$ cat src/gpodp_defs.vh
// Register indices, reset values and field layout of the GPIO output, direction and pull-down block.
`ifndef GPODP_DEFS_VH
`define GPODP_DEFS_VH

// Register indices; the byte address on the bus is four times the index.
`define GPODP_IDX_OUTPUT_LEVEL_HIGH 16'h4704
`define GPODP_IDX_OUTPUT_LEVEL_LOW 16'h4706
`define GPODP_IDX_OUTPUT_SET_HIGH 16'h4708
`define GPODP_IDX_OUTPUT_SET_LOW 16'h470a
`define GPODP_IDX_OUTPUT_CLEAR_HIGH 16'h470c
`define GPODP_IDX_OUTPUT_CLEAR_LOW 16'h470e
`define GPODP_IDX_DIRECTION_HIGH 16'h4714
`define GPODP_IDX_DIRECTION_LOW 16'h4716
`define GPODP_IDX_DIRECTION_SET_HIGH 16'h4718
`define GPODP_IDX_DIRECTION_SET_LOW 16'h471a
`define GPODP_IDX_DIRECTION_CLEAR_HIGH 16'h471c
`define GPODP_IDX_DIRECTION_CLEAR_LOW 16'h471e
`define GPODP_IDX_PULLDOWN_HIGH 16'h4720
`define GPODP_IDX_PULLDOWN_LOW 16'h4722

// Field layout: the high registers hold pin 16 in bit 0.
`define GPODP_HIGH_BIT 0
`define GPODP_LOW_WIDTH 16

// Reset values.
`define GPODP_RST_LEVEL_LOW 16'h0000
`define GPODP_RST_LEVEL_HIGH 1'b0
`define GPODP_RST_DIR_LOW 16'h0000
`define GPODP_RST_DIR_HIGH 1'b0
`define GPODP_RST_PD_LOW 16'h0000
`define GPODP_RST_PD_HIGH 1'b0

`endif

$ cat src/gpodp_top.v
// APB register block for GPIO output levels, direction and pull-downs of a 17-pin port.
//
// The APB slave port was chosen for this implementation.
`timescale 1ns/1ps
`include "gpodp_defs.vh"

module gpodp_top (
    // Clock and reset
    input wire clk_i,
    input wire rst_n_i,
    // APB slave
    input wire psel_i,
    input wire penable_i,
    input wire pwrite_i,
    input wire [31:0] paddr_i,
    input wire [31:0] pwdata_i,
    input wire [3:0] pstrb_i,
    output wire pready_o,
    output wire [31:0] prdata_o,
    output wire pslverr_o,
    // Pad controls, bit 16 is pin 16
    output wire [16:0] pin_level_o,
    output wire [16:0] pin_output_enable_o,
    output wire [16:0] pin_pulldown_o
);

    reg [15:0] level_low_r;
    reg [15:0] level_low_nxt;
    reg level_high_r;
    reg level_high_nxt;
    reg [15:0] dir_low_r;
    reg [15:0] dir_low_nxt;
    reg dir_high_r;
    reg dir_high_nxt;
    reg [15:0] pd_low_r;
    reg [15:0] pd_low_nxt;
    reg pd_high_r;
    reg pd_high_nxt;
    reg [31:0] rdata_r;
    reg [31:0] rdata_nxt;
    reg err_r;
    reg err_nxt;

    wire [15:0] idx;
    wire addr_ok;
    wire setup;
    wire wr;
    wire [15:0] wmask;
    wire [15:0] wdat;
    wire hbit;
    reg mapped;
    reg [15:0] rd_val;

    assign idx = paddr_i[17:2];
    // Word alignment and zero upper address bits keep aliases off the map.
    assign addr_ok = (paddr_i[1:0] == 2'b00) && (paddr_i[31:18] == 14'h0000);
    assign setup = psel_i && !penable_i;
    assign wr = psel_i && penable_i && pwrite_i && !err_r;
    // Byte strobes gate the two low lanes; upper lanes hold nothing.
    assign wmask = {{8{pstrb_i[1]}}, {8{pstrb_i[0]}}};
    assign wdat = pwdata_i[15:0] & wmask;
    assign hbit = wdat[`GPODP_HIGH_BIT];

    // Read decode; alias registers return zero because they store nothing.
    always @* begin
        mapped = 1'b1;
        rd_val = 16'h0000;
        case (idx)
            `GPODP_IDX_OUTPUT_LEVEL_HIGH: begin
                rd_val = {15'h0000, level_high_r};
            end
            `GPODP_IDX_OUTPUT_LEVEL_LOW: begin
                rd_val = level_low_r;
            end
            `GPODP_IDX_DIRECTION_HIGH: begin
                rd_val = {15'h0000, dir_high_r};
            end
            `GPODP_IDX_DIRECTION_LOW: begin
                rd_val = dir_low_r;
            end
            `GPODP_IDX_PULLDOWN_HIGH: begin
                rd_val = {15'h0000, pd_high_r};
            end
            `GPODP_IDX_PULLDOWN_LOW: begin
                rd_val = pd_low_r;
            end
            `GPODP_IDX_OUTPUT_SET_HIGH,
            `GPODP_IDX_OUTPUT_SET_LOW,
            `GPODP_IDX_OUTPUT_CLEAR_HIGH,
            `GPODP_IDX_OUTPUT_CLEAR_LOW,
            `GPODP_IDX_DIRECTION_SET_HIGH,
            `GPODP_IDX_DIRECTION_SET_LOW,
            `GPODP_IDX_DIRECTION_CLEAR_HIGH,
            `GPODP_IDX_DIRECTION_CLEAR_LOW: begin
                rd_val = 16'h0000;
            end
            default: begin
                mapped = 1'b0;
            end
        endcase
    end

    // Read data and the error flag are captured in the setup cycle so that
    // the access phase can complete at once with both coming from flip-flops.
    always @* begin
        rdata_nxt = rdata_r;
        err_nxt = err_r;
        if (setup) begin
            err_nxt = !(addr_ok && mapped);
            rdata_nxt = (addr_ok && mapped && !pwrite_i) ? {16'h0000, rd_val} : 32'h00000000;
        end
    end

    always @(posedge clk_i) begin
        if (!rst_n_i) begin
            rdata_r <= 32'h00000000;
            err_r <= 1'b0;
        end else begin
            rdata_r <= rdata_nxt;
            err_r <= err_nxt;
        end
    end

    // Each stored register has its own update; only bits written as one reach the
    // set and clear targets, so the zero bits of an alias write change nothing.
    always @* begin
        level_low_nxt = level_low_r;
        if (wr) begin
            case (idx)
                `GPODP_IDX_OUTPUT_LEVEL_LOW: begin
                    level_low_nxt = (level_low_r & ~wmask) | wdat;
                end
                `GPODP_IDX_OUTPUT_SET_LOW: begin
                    level_low_nxt = level_low_r | wdat;
                end
                `GPODP_IDX_OUTPUT_CLEAR_LOW: begin
                    level_low_nxt = level_low_r & ~wdat;
                end
                default: begin
                    level_low_nxt = level_low_r;
                end
            endcase
        end
    end

    always @(posedge clk_i) begin
        if (!rst_n_i) begin
            level_low_r <= `GPODP_RST_LEVEL_LOW;
        end else begin
            level_low_r <= level_low_nxt;
        end
    end

    always @* begin
        level_high_nxt = level_high_r;
        if (wr) begin
            case (idx)
                `GPODP_IDX_OUTPUT_LEVEL_HIGH: begin
                    if (pstrb_i[0]) begin
                        level_high_nxt = pwdata_i[`GPODP_HIGH_BIT];
                    end
                end
                `GPODP_IDX_OUTPUT_SET_HIGH: begin
                    level_high_nxt = level_high_r | hbit;
                end
                `GPODP_IDX_OUTPUT_CLEAR_HIGH: begin
                    level_high_nxt = level_high_r & ~hbit;
                end
                default: begin
                    level_high_nxt = level_high_r;
                end
            endcase
        end
    end

    always @(posedge clk_i) begin
        if (!rst_n_i) begin
            level_high_r <= `GPODP_RST_LEVEL_HIGH;
        end else begin
            level_high_r <= level_high_nxt;
        end
    end

    always @* begin
        dir_low_nxt = dir_low_r;
        if (wr) begin
            case (idx)
                `GPODP_IDX_DIRECTION_LOW: begin
                    dir_low_nxt = (dir_low_r & ~wmask) | wdat;
                end
                `GPODP_IDX_DIRECTION_SET_LOW: begin
                    dir_low_nxt = dir_low_r | wdat;
                end
                `GPODP_IDX_DIRECTION_CLEAR_LOW: begin
                    dir_low_nxt = dir_low_r & ~wdat;
                end
                default: begin
                    dir_low_nxt = dir_low_r;
                end
            endcase
        end
    end

    always @(posedge clk_i) begin
        if (!rst_n_i) begin
            dir_low_r <= `GPODP_RST_DIR_LOW;
        end else begin
            dir_low_r <= dir_low_nxt;
        end
    end

    always @* begin
        dir_high_nxt = dir_high_r;
        if (wr) begin
            case (idx)
                `GPODP_IDX_DIRECTION_HIGH: begin
                    if (pstrb_i[0]) begin
                        dir_high_nxt = pwdata_i[`GPODP_HIGH_BIT];
                    end
                end
                `GPODP_IDX_DIRECTION_SET_HIGH: begin
                    dir_high_nxt = dir_high_r | hbit;
                end
                `GPODP_IDX_DIRECTION_CLEAR_HIGH: begin
                    dir_high_nxt = dir_high_r & ~hbit;
                end
                default: begin
                    dir_high_nxt = dir_high_r;
                end
            endcase
        end
    end

    always @(posedge clk_i) begin
        if (!rst_n_i) begin
            dir_high_r <= `GPODP_RST_DIR_HIGH;
        end else begin
            dir_high_r <= dir_high_nxt;
        end
    end

    always @* begin
        pd_low_nxt = pd_low_r;
        if (wr) begin
            case (idx)
                `GPODP_IDX_PULLDOWN_LOW: begin
                    pd_low_nxt = (pd_low_r & ~wmask) | wdat;
                end
                default: begin
                    pd_low_nxt = pd_low_r;
                end
            endcase
        end
    end

    always @(posedge clk_i) begin
        if (!rst_n_i) begin
            pd_low_r <= `GPODP_RST_PD_LOW;
        end else begin
            pd_low_r <= pd_low_nxt;
        end
    end

    always @* begin
        pd_high_nxt = pd_high_r;
        if (wr) begin
            case (idx)
                `GPODP_IDX_PULLDOWN_HIGH: begin
                    if (pstrb_i[0]) begin
                        pd_high_nxt = pwdata_i[`GPODP_HIGH_BIT];
                    end
                end
                default: begin
                    pd_high_nxt = pd_high_r;
                end
            endcase
        end
    end

    always @(posedge clk_i) begin
        if (!rst_n_i) begin
            pd_high_r <= `GPODP_RST_PD_HIGH;
        end else begin
            pd_high_r <= pd_high_nxt;
        end
    end

    // Zero wait states: every access phase completes in its first cycle.
    assign pready_o = 1'b1;
    assign prdata_o = rdata_r;
    assign pslverr_o = psel_i && penable_i && err_r;

    // The pad sees the stored level; with the driver off it may read differently.
    assign pin_level_o = {level_high_r, level_low_r};
    assign pin_output_enable_o = {dir_high_r, dir_low_r};
    assign pin_pulldown_o = {pd_high_r, pd_low_r};

endmodule

$ cat config.mk
export PLATFORM = sky130hd
export DESIGN_NAME = gpodp_top
export DESIGN_NICKNAME = d
export VERILOG_FILES = /design/src/gpodp_top.v
export VERILOG_INCLUDE_DIRS = /design/src
export SDC_FILE = /design/constraint.sdc
export NUM_CORES = 1
export LEC_CHECK = 0
export BUFFER_PORTS_ARGS = -buffer_cell sky130_fd_sc_hd__buf_2
export CORE_MARGIN = 3
export CORE_UTILIZATION = 43
export CTS_BUF_LIST = sky130_fd_sc_hd__clkbuf_4 sky130_fd_sc_hd__clkbuf_8
export DETAILED_ROUTE_END_ITERATION = 7
export HOLD_SLACK_MARGIN = 0.05
export PLACE_DENSITY_LB_ADDON = 0.2
export SLEW_MARGIN = 30
export SYNTH_ARGS = -nofsm -noshare
export SYNTH_HDL_FRONTEND = slang
export SYNTH_SLANG_ARGS = --single-unit
$ cat constraint.sdc
create_clock -name clk_i -period 2.2 [get_ports clk_i]
set_input_delay 0.33 -clock clk_i [delete_from_list [all_inputs] [get_ports clk_i]]
set_output_delay 0.33 -clock clk_i [all_outputs]
set_load 0.02 [all_outputs]
## Word level (Yosys, flattened, before mapping)

Cells that the tools add are included.

| storage, ports and cells | value |
|---|---|
| register bits | 84 |
| output and inout port bits | 85 |

| operators by class | value |
|---|---|
| equal/unequal tests | 16 |
| muxes and demuxes | 8 |
| bitwise gates (word level) | 18 |
| reduce and logical (&&, ||, !) cells | 25 |

Operators by type and width:

| operator | number |
|---|---|
| 16-bit by 15-bit equality test with 1-bit output (second input constant) | 14 |
| 16-bit bitwise AND | 6 |
| 16-bit one-hot mux with 3 select lines | 2 |
| 16-bit one-hot mux with 6 select lines | 1 |
| 16-bit OR | 5 |
| 16-bit NOT | 2 |
| 16-bit 2-to-1 mux | 1 |
| 14-bit logical NOT | 1 |
| 14-bit OR reduction | 1 |
| 3-bit nonzero test | 4 |
| 3-bit AND reduction | 3 |
| 1-bit logical AND | 8 |
| 1-bit one-hot mux with 3 select lines | 2 |
| 2-bit AND reduction | 3 |
| 1-bit logical NOT | 4 |
| 2-bit != test (second input constant) | 2 |
| 1-bit bitwise AND | 2 |
| 2-bit logical NOT | 1 |
| 1-bit 2-to-1 mux | 2 |
| 1-bit OR | 2 |
| 1-bit NOT | 1 |

## Depth between registers and ports, before layout

Gate-level depths: netlist (run 1).

| logic depth | value |
|---|---|
| depth in word-level cells | 6 |
| gate-level depth with buffers | 7 |

## Worst setup path after synthesis (run 1)

No wires, ideal clock.

| path | value |
|---|---|
| path type | input to register |
| start | input paddr_i[15] |
| end | register dir_low_r[1] |
| library setup time | 0.131 ns |
| arrival time | 2.077 ns |
| data required time | 2.069 ns |
| slack | -0.008 ns |
| cell stages on the path | 6 |
| path buffers | 1 |
| cell sequence | or4b_4 > or4_1 > o31a_1 > buf_6 > a21oi_1 > o22ai_1 |

| on the way | value |
|---|---|
| word-level cells in the longest chain between the ends | 3 |
| elaborated cells on any way between the ends | 6 |

Ends and longest elaborated chain:

| element | line | text |
|---|---|---|
| start, declared | gpodp_top.v:15 | `input wire [31:0] paddr_i,` |
| 16-bit by 15-bit equality test with 1-bit output | gpodp_top.v:187 | `case (idx)` |
| 3-bit nonzero test (no line) | - |  |
| 2-bit AND reduction (no line) | - |  |
| end signal, assigned | gpodp_top.v:206 | `` dir_low_r <= `GPODP_RST_DIR_LOW; `` |
| end signal, assigned | gpodp_top.v:208 | `dir_low_r <= dir_low_nxt;` |
| end, declared | gpodp_top.v:31 | `reg [15:0] dir_low_r;` |

Several ways; a longest one is shown, not always the timed one.
A chain may end at the register's enable or synchronous reset.

## Worst setup path in the final report (run 1)

| path | value |
|---|---|
| start | input paddr_i[15] |
| end | register level_low_r[9] |

| on the way | value |
|---|---|
| word-level cells in the longest chain between the ends | 3 |
| elaborated cells on any way between the ends | 6 |

Ends and longest elaborated chain:

| element | line | text |
|---|---|---|
| 16-bit by 15-bit equality test with 1-bit output | gpodp_top.v:129 | `case (idx)` |
| 3-bit nonzero test (no line) | - |  |
| 2-bit AND reduction (no line) | - |  |
| end signal, assigned | gpodp_top.v:148 | `` level_low_r <= `GPODP_RST_LEVEL_LOW; `` |
| end signal, assigned | gpodp_top.v:150 | `level_low_r <= level_low_nxt;` |
| end, declared | gpodp_top.v:27 | `reg [15:0] level_low_r;` |

Several ways; a longest one is shown, not always the timed one.

==> flow_metrics.tcl, run 1 <==
set metrics [dict create \
    outcome "complete, no violations" \
    yosys.area.top_type "dfxtp_1" \
    drt-initial-drc-count 251 \
    ir_drop_mv 0.322 \
    synth_top_area_frac 0.414 \
    drive_gt1_frac 0.333 \
    synth-seq-area-share 0.414 \
    die_w_um 93.4 \
    end_kind "flop" \
    critPathBufInv 2 \
    whs_path_depth 3 \
    ys.flop_type "dfxtp_1" \
    path_class "in -> reg" \
    cts-buffers-inserted 9 \
    yosys_warnings 0 \
    slew_violations 0 \
    final_cell_mix "buf_2, dfxtp_1, nand2_1, a21oi_1, o21ai_0" \
    grt_pass1_wl_um 16300 \
    grt_util_all_layers 0.238 \
    power.leakage_nw 2.06 \
    cts_tree "built" \
    h-tree-depth 3 \
    crit_fanout 16 \
    critPathRequiredTime_ns 2.42 \
    synth_edf_count 0 \
    period_minus_slack_ns 2.03 \
    first_global_vias 3325 \
    place.gp.congestion 0.854 \
    dp.cells 624 \
    pwr_density_cell_nw_per_um2 573 \
    drc 0 \
    syn_area_per_cell_um2 8.36 \
    boundaryPins 158 \
    cts_root_buffer "clkbuf_8" \
    max_freq_mhz 493 \
    critical_path.top_delay_family "simple AND/OR/NAND/NOR gates" \
    setup_viol 0 \
    routed_wl_um 10600 \
    ff2ff_setup_slack_ns 0.18 \
    die_h_um 93.4 \
    path_cells "buf_2, or4b_4, or4_1, o31a_1, buf_12, o21ai_0, o21ai_0" \
    fin_nets 609 \
    area_growth_pct 33.3 \
    cp-start-kind "input port" \
    via_per_inst 5.60 \
    grt_start_max_net_pins 26 \
    cts_setup_buffers 0 \
    drv_cap 0 \
    rsz0062_at_grt "no" \
    num-fill-cells 699 \
    arrival_ns 2.24 \
    cts_buffer_depth 2 \
    mostFrequentLayoutCell "buf_2" \
    gr-total-overflow 0 \
    cts_resized 0 \
    reg2reg_depth 6 \
    clk_pin_slew_ns 0.08 \
    postLayoutCoreUtil 0.597 \
    coreArea_um2 7330 \
    synth_cell_type_count 45 \
    fin_tns_setup_ns 0 \
    reg2reg_to "level_low_r[9]" \
    dr.pass1.iters 8 \
    synth-async-reset-ratio 0 \
    rows 31 \
    cp_slowest_cell "or4b_4" \
    hold_viol_final 0 \
    syn_inst 393 \
    finClkSkew_ns 0.00908 \
    synth_area_leaders "dfxtp_1, a21oi_1, o21ai_0, mux2i_1, nand2_1" \
    die_area_um2 8730 \
    insertion_delay_ns 0.35 \
    dp_hpwl_um 7610 \
    cts_hold_buf 0 \
    ys_seq_elements 68 \
    min_from "pwdata_i[11]" \
    hold_path.class "in -> reg" \
    fin_cells 640 \
    antenna_cells 0 \
    netlist_area_um2 3290 \
    ant_nets 0 \
    cpMostUsedCell "o21ai_0" \
    numPortBuffers 122 \
    reg2reg_from "err_r" \
    fin_crit_sh 0.921 \
    antenna_found_initial 0 \
    routedWlPerCell_um 16.5 \
    vias 3583 \
    max_stage_delay_ns 0.55 \
    initial_core_util 0.448 \
    clock-sinks 68 \
]
[how the worst max path moves through the flow]
stage           startpoint         endpoint  slack [ns]  cells past startpoint
6_report       paddr_i[15]   level_low_r[9]        0.17                      7
5_1_grt              err_r  level_low_r[14]        0.10                      6
4_1_cts        paddr_i[15]   level_low_r[8]        0.21                      7
3_5_place_dp   paddr_i[15]   level_low_r[8]       -0.14                      7
3_3_place_gp   paddr_i[15]    dir_low_r[12]       -0.09                      7
2_1_floorplan  paddr_i[15]  level_low_r[14]        0.01                      6
[cells by family (layout without fill, tap and decap cells)]
logic type,count (synthesis),in the layout,share of synthesized area
AOI/OAI and AO/OA,129,129,0.234
xor gates and xnor gates,1,1,0.00267
buffers and inverters,58,191,0.0948
DFF,68,68,0.414
muxes,18,18,0.0548
other,2,17,0.00229
and+or+nand+nor,117,117,0.197
[power breakdown]
group	leakage (nW)	internal, W	switching [W]
registers	0.548	0.00123	0.000000687
logic	1.42	0.0000929	0.000158
clock network	0.0961	0.000536	0.000489
total	2.06	0.00186	0.000648
[area by class of cell]
cell class	count	area [um^2]	share of cell area
well taps	99	124	0.0283
inverters	19	71.3	0.0163
flip-flops and latches	68	1360	0.311
multi-input cells	282	1690	0.385
clock buffers	10	131	0.0300
repair buffers	156	941	0.215
clock inverters	6	63.8	0.0146
[synth_stat cells (all sizes together), types with 3 or more instances]
master  number
o22ai       16
nor2b        3
mux2i       18
inv         19
or4          3
nand2       44
nor2        22
buf         25
nor4b        3
clkbuf      14
nand4        7
o21ai       51
a21oi       38
a222oi      13
or3          4
nor4        10
nor3         4
dfxtp       68
or4b         4
[per-layer routing]
layer / share of wire / GRT usage / vias up
met1: 0.44 / 0.318 / 1671
met4: 0.017 / 0.0757 / 0
met5: 0 / 0 / -
met2: 0.45 / 0.381 / 182
li1: - / - / 1712
met3: 0.091 / 0.0531 / 18
[per-stage QoR]
step | cell area (um^2) | worst slack [ns] | total power (W) | hold slack, ns
global route | 4380 | 0.103 | 0.00259 | 0.248
floorplan | 3340 | 0.0116 | 0.00141 | 0.462
detailed placement | 4180 | -0.142 | 0.00151 | 0.440
finish | 4380 | 0.174 | 0.00251 | 0.232
global placement | 4180 | -0.0879 | 0.00150 | 0.431
CTS | 4380 | 0.210 | 0.00251 | 0.231
[tightest hold or removal path: stages]
cell	delay, ns
buf_2	0.09
mux2i_1	0.06
nor2_1	0.07
Power figures use the tool's default switching activity.
==> run 2, diff against run 1 <==
CORE_UTILIZATION = 48   (was 43)
clock period = 2 ns   (was 2.2 ns; I/O delays follow)
==> run 2 against run 1 <==
Effect of this change: final area up 2.4%; first-iteration DRC count grew 11%; die area decreased by 9.8%; power up 13%; flip-flop and latch count is the same; highest routed layer unchanged; routed wire length decreased by 0.85%; register-to-register slack got worse by 0.17 ns; clock power rose by 17%.
==> flow_metrics.tcl, run 2 (synthesis results as in run 1) <==
set metrics [dict create \
    cts_hold_buf 0 \
    finClkSkew_ns 0.00733 \
    fin_nets 623 \
    crit_fanout 6 \
    rsz0062_at_grt "no" \
    cts-buffers-inserted 9 \
    rows 29 \
    drt-initial-drc-count 278 \
    end_kind "flop" \
    routed_wl_um 10500 \
    first_global_vias 3355 \
    coreArea_um2 6490 \
    dp_hpwl_um 7670 \
    max_freq_mhz 503 \
    clk_pin_slew_ns 0.08 \
    die_w_um 88.7 \
    cts_buffer_depth 2 \
    p_total_w 0.00284 \
    reg2reg_depth 6 \
    antenna_found_initial 0 \
    seq_area_um2 1360 \
    critPathRequiredTime_ns 2.22 \
    ir_drop_mv 0.462 \
    initial_core_util 0.506 \
    ff2ff_setup_slack_ns 0.01 \
    reg2reg_from "err_r" \
    period_minus_slack_ns 1.99 \
    die_h_um 88.7 \
    numPortBuffers 122 \
    arrival_ns 2.21 \
    slew_violations 0 \
    grt_util_all_layers 0.268 \
    ant_nets 0 \
    reg2reg_to "level_low_r[8]" \
    cts_root_buffer "clkbuf_8" \
    path_class "reg -> reg" \
    multiInputGateArea_um2 1740 \
    clock-sinks 68 \
    final_cell_mix "buf_2, dfxtp_1, nand2_1, buf_4, o21ai_0" \
    min_from "pwdata_i[7]" \
    grt_start_max_net_pins 26 \
    via_per_inst 5.70 \
    vias 3601 \
    whs_path_depth 3 \
    outcome "complete, no violations" \
    cp-start-kind "flop" \
    drive_gt1_frac 0.382 \
    hold_viol_final 0 \
    mostFrequentLayoutCell "buf_2" \
    fin_crit_sh 0.994 \
    stdcell_area_um2 4490 \
    cts_tree "built" \
    routedWlPerCell_um 16.6 \
    dpl-instance-area_um2 4270 \
    num-fill-cells 561 \
    cts_resized 0 \
    gr-total-overflow 0 \
    cts_setup_buffers 0 \
    insertion_delay_ns 0.35 \
    dr.pass1.iters 5 \
    drv_cap 0 \
    die_area_um2 7870 \
    antenna_cells 0 \
    hold_path.class "in -> reg" \
    postLayoutCoreUtil 0.691 \
    area_growth_pct 36.5 \
    setup_viol 0 \
    pwr_density_cell_nw_per_um2 634 \
    h-tree-depth 3 \
    power.leakage_nw 2.11 \
    boundaryPins 158 \
    drc 0 \
    grt_pass1_wl_um 16100 \
    place.gp.congestion 0.911 \
]
## run 2: final cells by class
cell class	count	area share
Clock buffer	9	0.0276
Sequential cell	68	0.303
Tap cell	77	0.0215
Inverter	19	0.0159
Clock inverter	7	0.0184
Timing Repair Buffer	170	0.226
Multi-Input combinational cell	282	0.387
## run 2: routing by layer
| metal | part of all wire | up-vias | routed length [um] | global-route usage |
|---|---|---|---|---|
| li1 | - | 1736 | - | - |
| met1 | 0.43 | 1686 | 4520 | 0.342 |
| met2 | 0.47 | 159 | 4950 | 0.447 |
| met3 | 0.079 | 20 | 832 | 0.0493 |
| met4 | 0.016 | 0 | 170 | 0.104 |
| met5 | 0 | - | 0 | 0 |
## run 2: through the flow
| step | hold WS, ns | setup WS (ns) | setup TNS (ns) | instances |
|---|---|---|---|---|
| 2_1_floorplan | 0.444 | -0.0973 | -2.05 | 408 |
| 3_3_place_gp | 0.431 | -0.209 | -8.39 | 616 |
| 3_5_place_dp | 0.439 | -0.233 | -9.10 | 616 |
| 4_1_cts | 0.189 | 0.0664 | 0 | 632 |
| 5_1_grt | 0.193 | 0.00566 | 0 | 632 |
| 6_report | 0.198 | 0.0124 | 0 | 632 |
## run 2: worst max-delay path: stages, from the launching register on
cell and delay, ns:
dfxtp_1 0.32, nand4b_1 0.22, or4_4 0.57, o31a_1 0.28, buf_4 0.17, o21ai_0 0.19
o21ai_0 0.11
## run 2: where the power goes
group          switching, W  total, W  leakage [nW]  internal, W
registers       0.000000874   0.00135         0.548      0.00135
clock network      0.000590   0.00119        0.0988     0.000597
logic              0.000185  0.000301          1.46     0.000116
total              0.000776   0.00284          2.11      0.00207
## run 2: worst max-delay path by stage
| stage | end | cells after the start | startpoint | slack (ns) |
|---|---|---|---|---|
| 5_1_grt | level_low_r[12] | 6 | err_r | 0.006 |
| 3_5_place_dp | level_low_r[4] | 7 | paddr_i[17] | -0.23 |
| 4_1_cts | level_low_r[11] | 6 | err_r | 0.07 |
| 6_report | level_low_r[8] | 6 | err_r | 0.01 |
| 2_1_floorplan | level_low_r[14] | 6 | paddr_i[17] | -0.1 |
| 3_3_place_gp | level_low_r[4] | 7 | paddr_i[17] | -0.21 |
==> run 3, diff against run 2 <==
ABC_AREA = 1   (was unset)
CORE_UTILIZATION = 50   (was 48)
==> run 3 against run 2 <==
Effect of this change: non-clock buffer count shrank 21; worst setup slack better by 0.28 ns; via count up 22%; flip-flop and latch count unchanged; critical path type unchanged; clock power fell by 3%; utilization decreased by 4.1 points; synthesized cell count grew 57%; largest power group unchanged; sequential power about the same; hold slack better by 0.051 ns; power decreased by 2.5%; clock skew hardly changed.
==> flow_metrics.tcl, run 3 <==
set metrics [dict create \
    outcome "complete, no violations" \
    hold_viol_final 0 \
    routed_wl_um 11800 \
    crit_fanout 11 \
    ir_drop_mv 0.596 \
    max_freq_mhz 586 \
    numPortBuffers 122 \
    num-fill-cells 753 \
    antenna_found_initial 0 \
    relSlewSlack 0.598 \
    drv_cap 0 \
    hold_path.class "in -> reg" \
    boundaryPins 158 \
    mostFrequentLayoutCell "nand2_1" \
    path_class "reg -> reg" \
    rows 31 \
    yosysMostFrequentCell "nand2_1" \
    finClkSkew_ns 0.00746 \
    arrival_ns 1.94 \
    dp_hpwl_um 9150 \
    drt-initial-drc-count 315 \
    die_h_um 94.6 \
    grt_start_max_net_pins 19 \
    final_cell_mix "nand2_1, buf_2, nor2_1, a21oi_1, dfxtp_1" \
    initial_core_util 0.527 \
    ys_seq_elements 68 \
    drc 0 \
    clk_pin_slew_ns 0.08 \
    cts-buffers-inserted 9 \
    die_area_um2 8950 \
    critPathRequiredTime_ns 2.24 \
    synth_area_leaders "dfxtp_1, nand2_1, nor2_1, a21oi_1, o21ai_0" \
    synth-async-reset-ratio 0 \
    pwr_density_cell_nw_per_um2 573 \
    worstSetupStartpoint "err_r" \
    synth_cell_type_count 27 \
    synth_top_area_frac 0.347 \
    area_growth_pct 23.3 \
    syn_area_per_cell_um2 6.35 \
    power.leakage_nw 2.15 \
    routedWlPerCell_um 13.9 \
    via_per_inst 5.16 \
    cts_tree "built" \
    ant_nets 0 \
    coreArea_um2 7450 \
    p_total_w 0.00277 \
    synth-seq-area-share 0.347 \
    fin_crit_sh 0.854 \
    drive_gt1_frac 0.257 \
    die_w_um 94.6 \
    insertion_delay_ns 0.35 \
    cts_root_buffer "clkbuf_8" \
    whs_ns 0.249 \
    end_kind "flop" \
    netlist_area_um2 3920 \
    fin_nets 820 \
    rsz0062_at_grt "no" \
    cts_setup_buffers 0 \
    vias 4392 \
    tightest_slew_ns 0.601 \
    period_minus_slack_ns 1.71 \
    min_from "pwdata_i[11]" \
    synth_edf_count 0 \
    place.gp.congestion 0.918 \
    reg2reg_from "err_r" \
    syn_inst 618 \
    postLayoutCoreUtil 0.650 \
    grt_util_all_layers 0.271 \
    cts_resized 0 \
    slew_violations 0 \
    cp-start-kind "flop" \
    synth.cells.most_frequent "nand2_1, nor2_1, a21oi_1" \
    ys.flop_type "dfxtp_1" \
    cts_buffer_depth 2 \
    gr-total-overflow 0 \
    yosys_warnings 0 \
    setup_viol 0 \
    dr.pass1.iters 5 \
    fin_tns_setup_ns 0 \
    clock-sinks 68 \
    yosys.area.top_type "dfxtp_1" \
    first_global_vias 4034 \
    cts_hold_buf 0 \
    grt_pass1_wl_um 19100 \
    antenna_cells 0 \
    h-tree-depth 3 \
]
==> run 3: cell types whose count changed after synthesis, sizes merged, moves of 16 or more <==
cell,before,now
nand2,44,140
nor2,22,107
nand3,1,44
inv,19,59
a21oi,38,71
mux2i,18,0
o22ai,16,0
==> run 3: report_power, final <==
group	internal [W]	leakage (nW)	switching, W	total [W]
clock	0.000590	0.0961	0.000563	0.00115
sequential	0.00135	0.548	0.00000142	0.00136
combinational	0.0000829	1.50	0.000180	0.000263
total	0.00203	2.15	0.000744	0.00277
==> run 3: final timing paths <==
kind                  endpoint  slack, ns  cells past startpoint
hold / removal            flop       0.25                      3
hold reg to reg    prdata_o[7]       0.46                      2
setup / recovery  dir_low_r[7]       0.29                      6
setup reg to reg  dir_low_r[7]       0.29                      6
==> run 3: per-layer routing <==
layer | track usage | share of wire | vias up
li1 | - | - | 2210
met1 | 0.360 | 0.44 | 1958
met2 | 0.443 | 0.46 | 207
met3 | 0.0622 | 0.088 | 17
met4 | 0.0757 | 0.013 | 0
met5 | 0 | 0 | -
==> run 3: kinds of logic after synthesis <==
family / count (synthesis) / synth area share
compound gates: 132 / 0.176
buf+inv: 106 / 0.133
flops: 68 / 0.347
other cells: 2 / 0.00191
simple gates: 310 / 0.342
==> run 3: final cells by class <==
type                       instances  area, um^2  area share
multi-input combinational        459        2100       0.433
sequential                        68        1360       0.281
timing repair buffer             149         838       0.173
inverter                          60         225      0.0465
clock buffer                      10         131      0.0271
tap                               99         124      0.0256
clock inverter                     6        63.8      0.0132
==> run 3: per-stage QoR <==
| stage | setup WS, ns | cells | instance area, um^2 |
|---|---|---|---|
| 2_1_floorplan | 0.358 | 633 | 3980 |
| 3_3_place_gp | 0.0683 | 835 | 4640 |
| 3_5_place_dp | 0.0436 | 835 | 4640 |
| 4_1_cts | 0.302 | 851 | 4840 |
| 5_1_grt | 0.105 | 851 | 4840 |
| 6_report | 0.292 | 851 | 4840 |
==> run 3: worst max-delay path: stages, from the launching register on <==
cell and delay [ns]:
dfxtp_1 0.34, nor3_2 0.27, inv_2 0.09, or2_1 0.36
buf_4 0.23, o21ai_0 0.20, a21oi_1 0.10
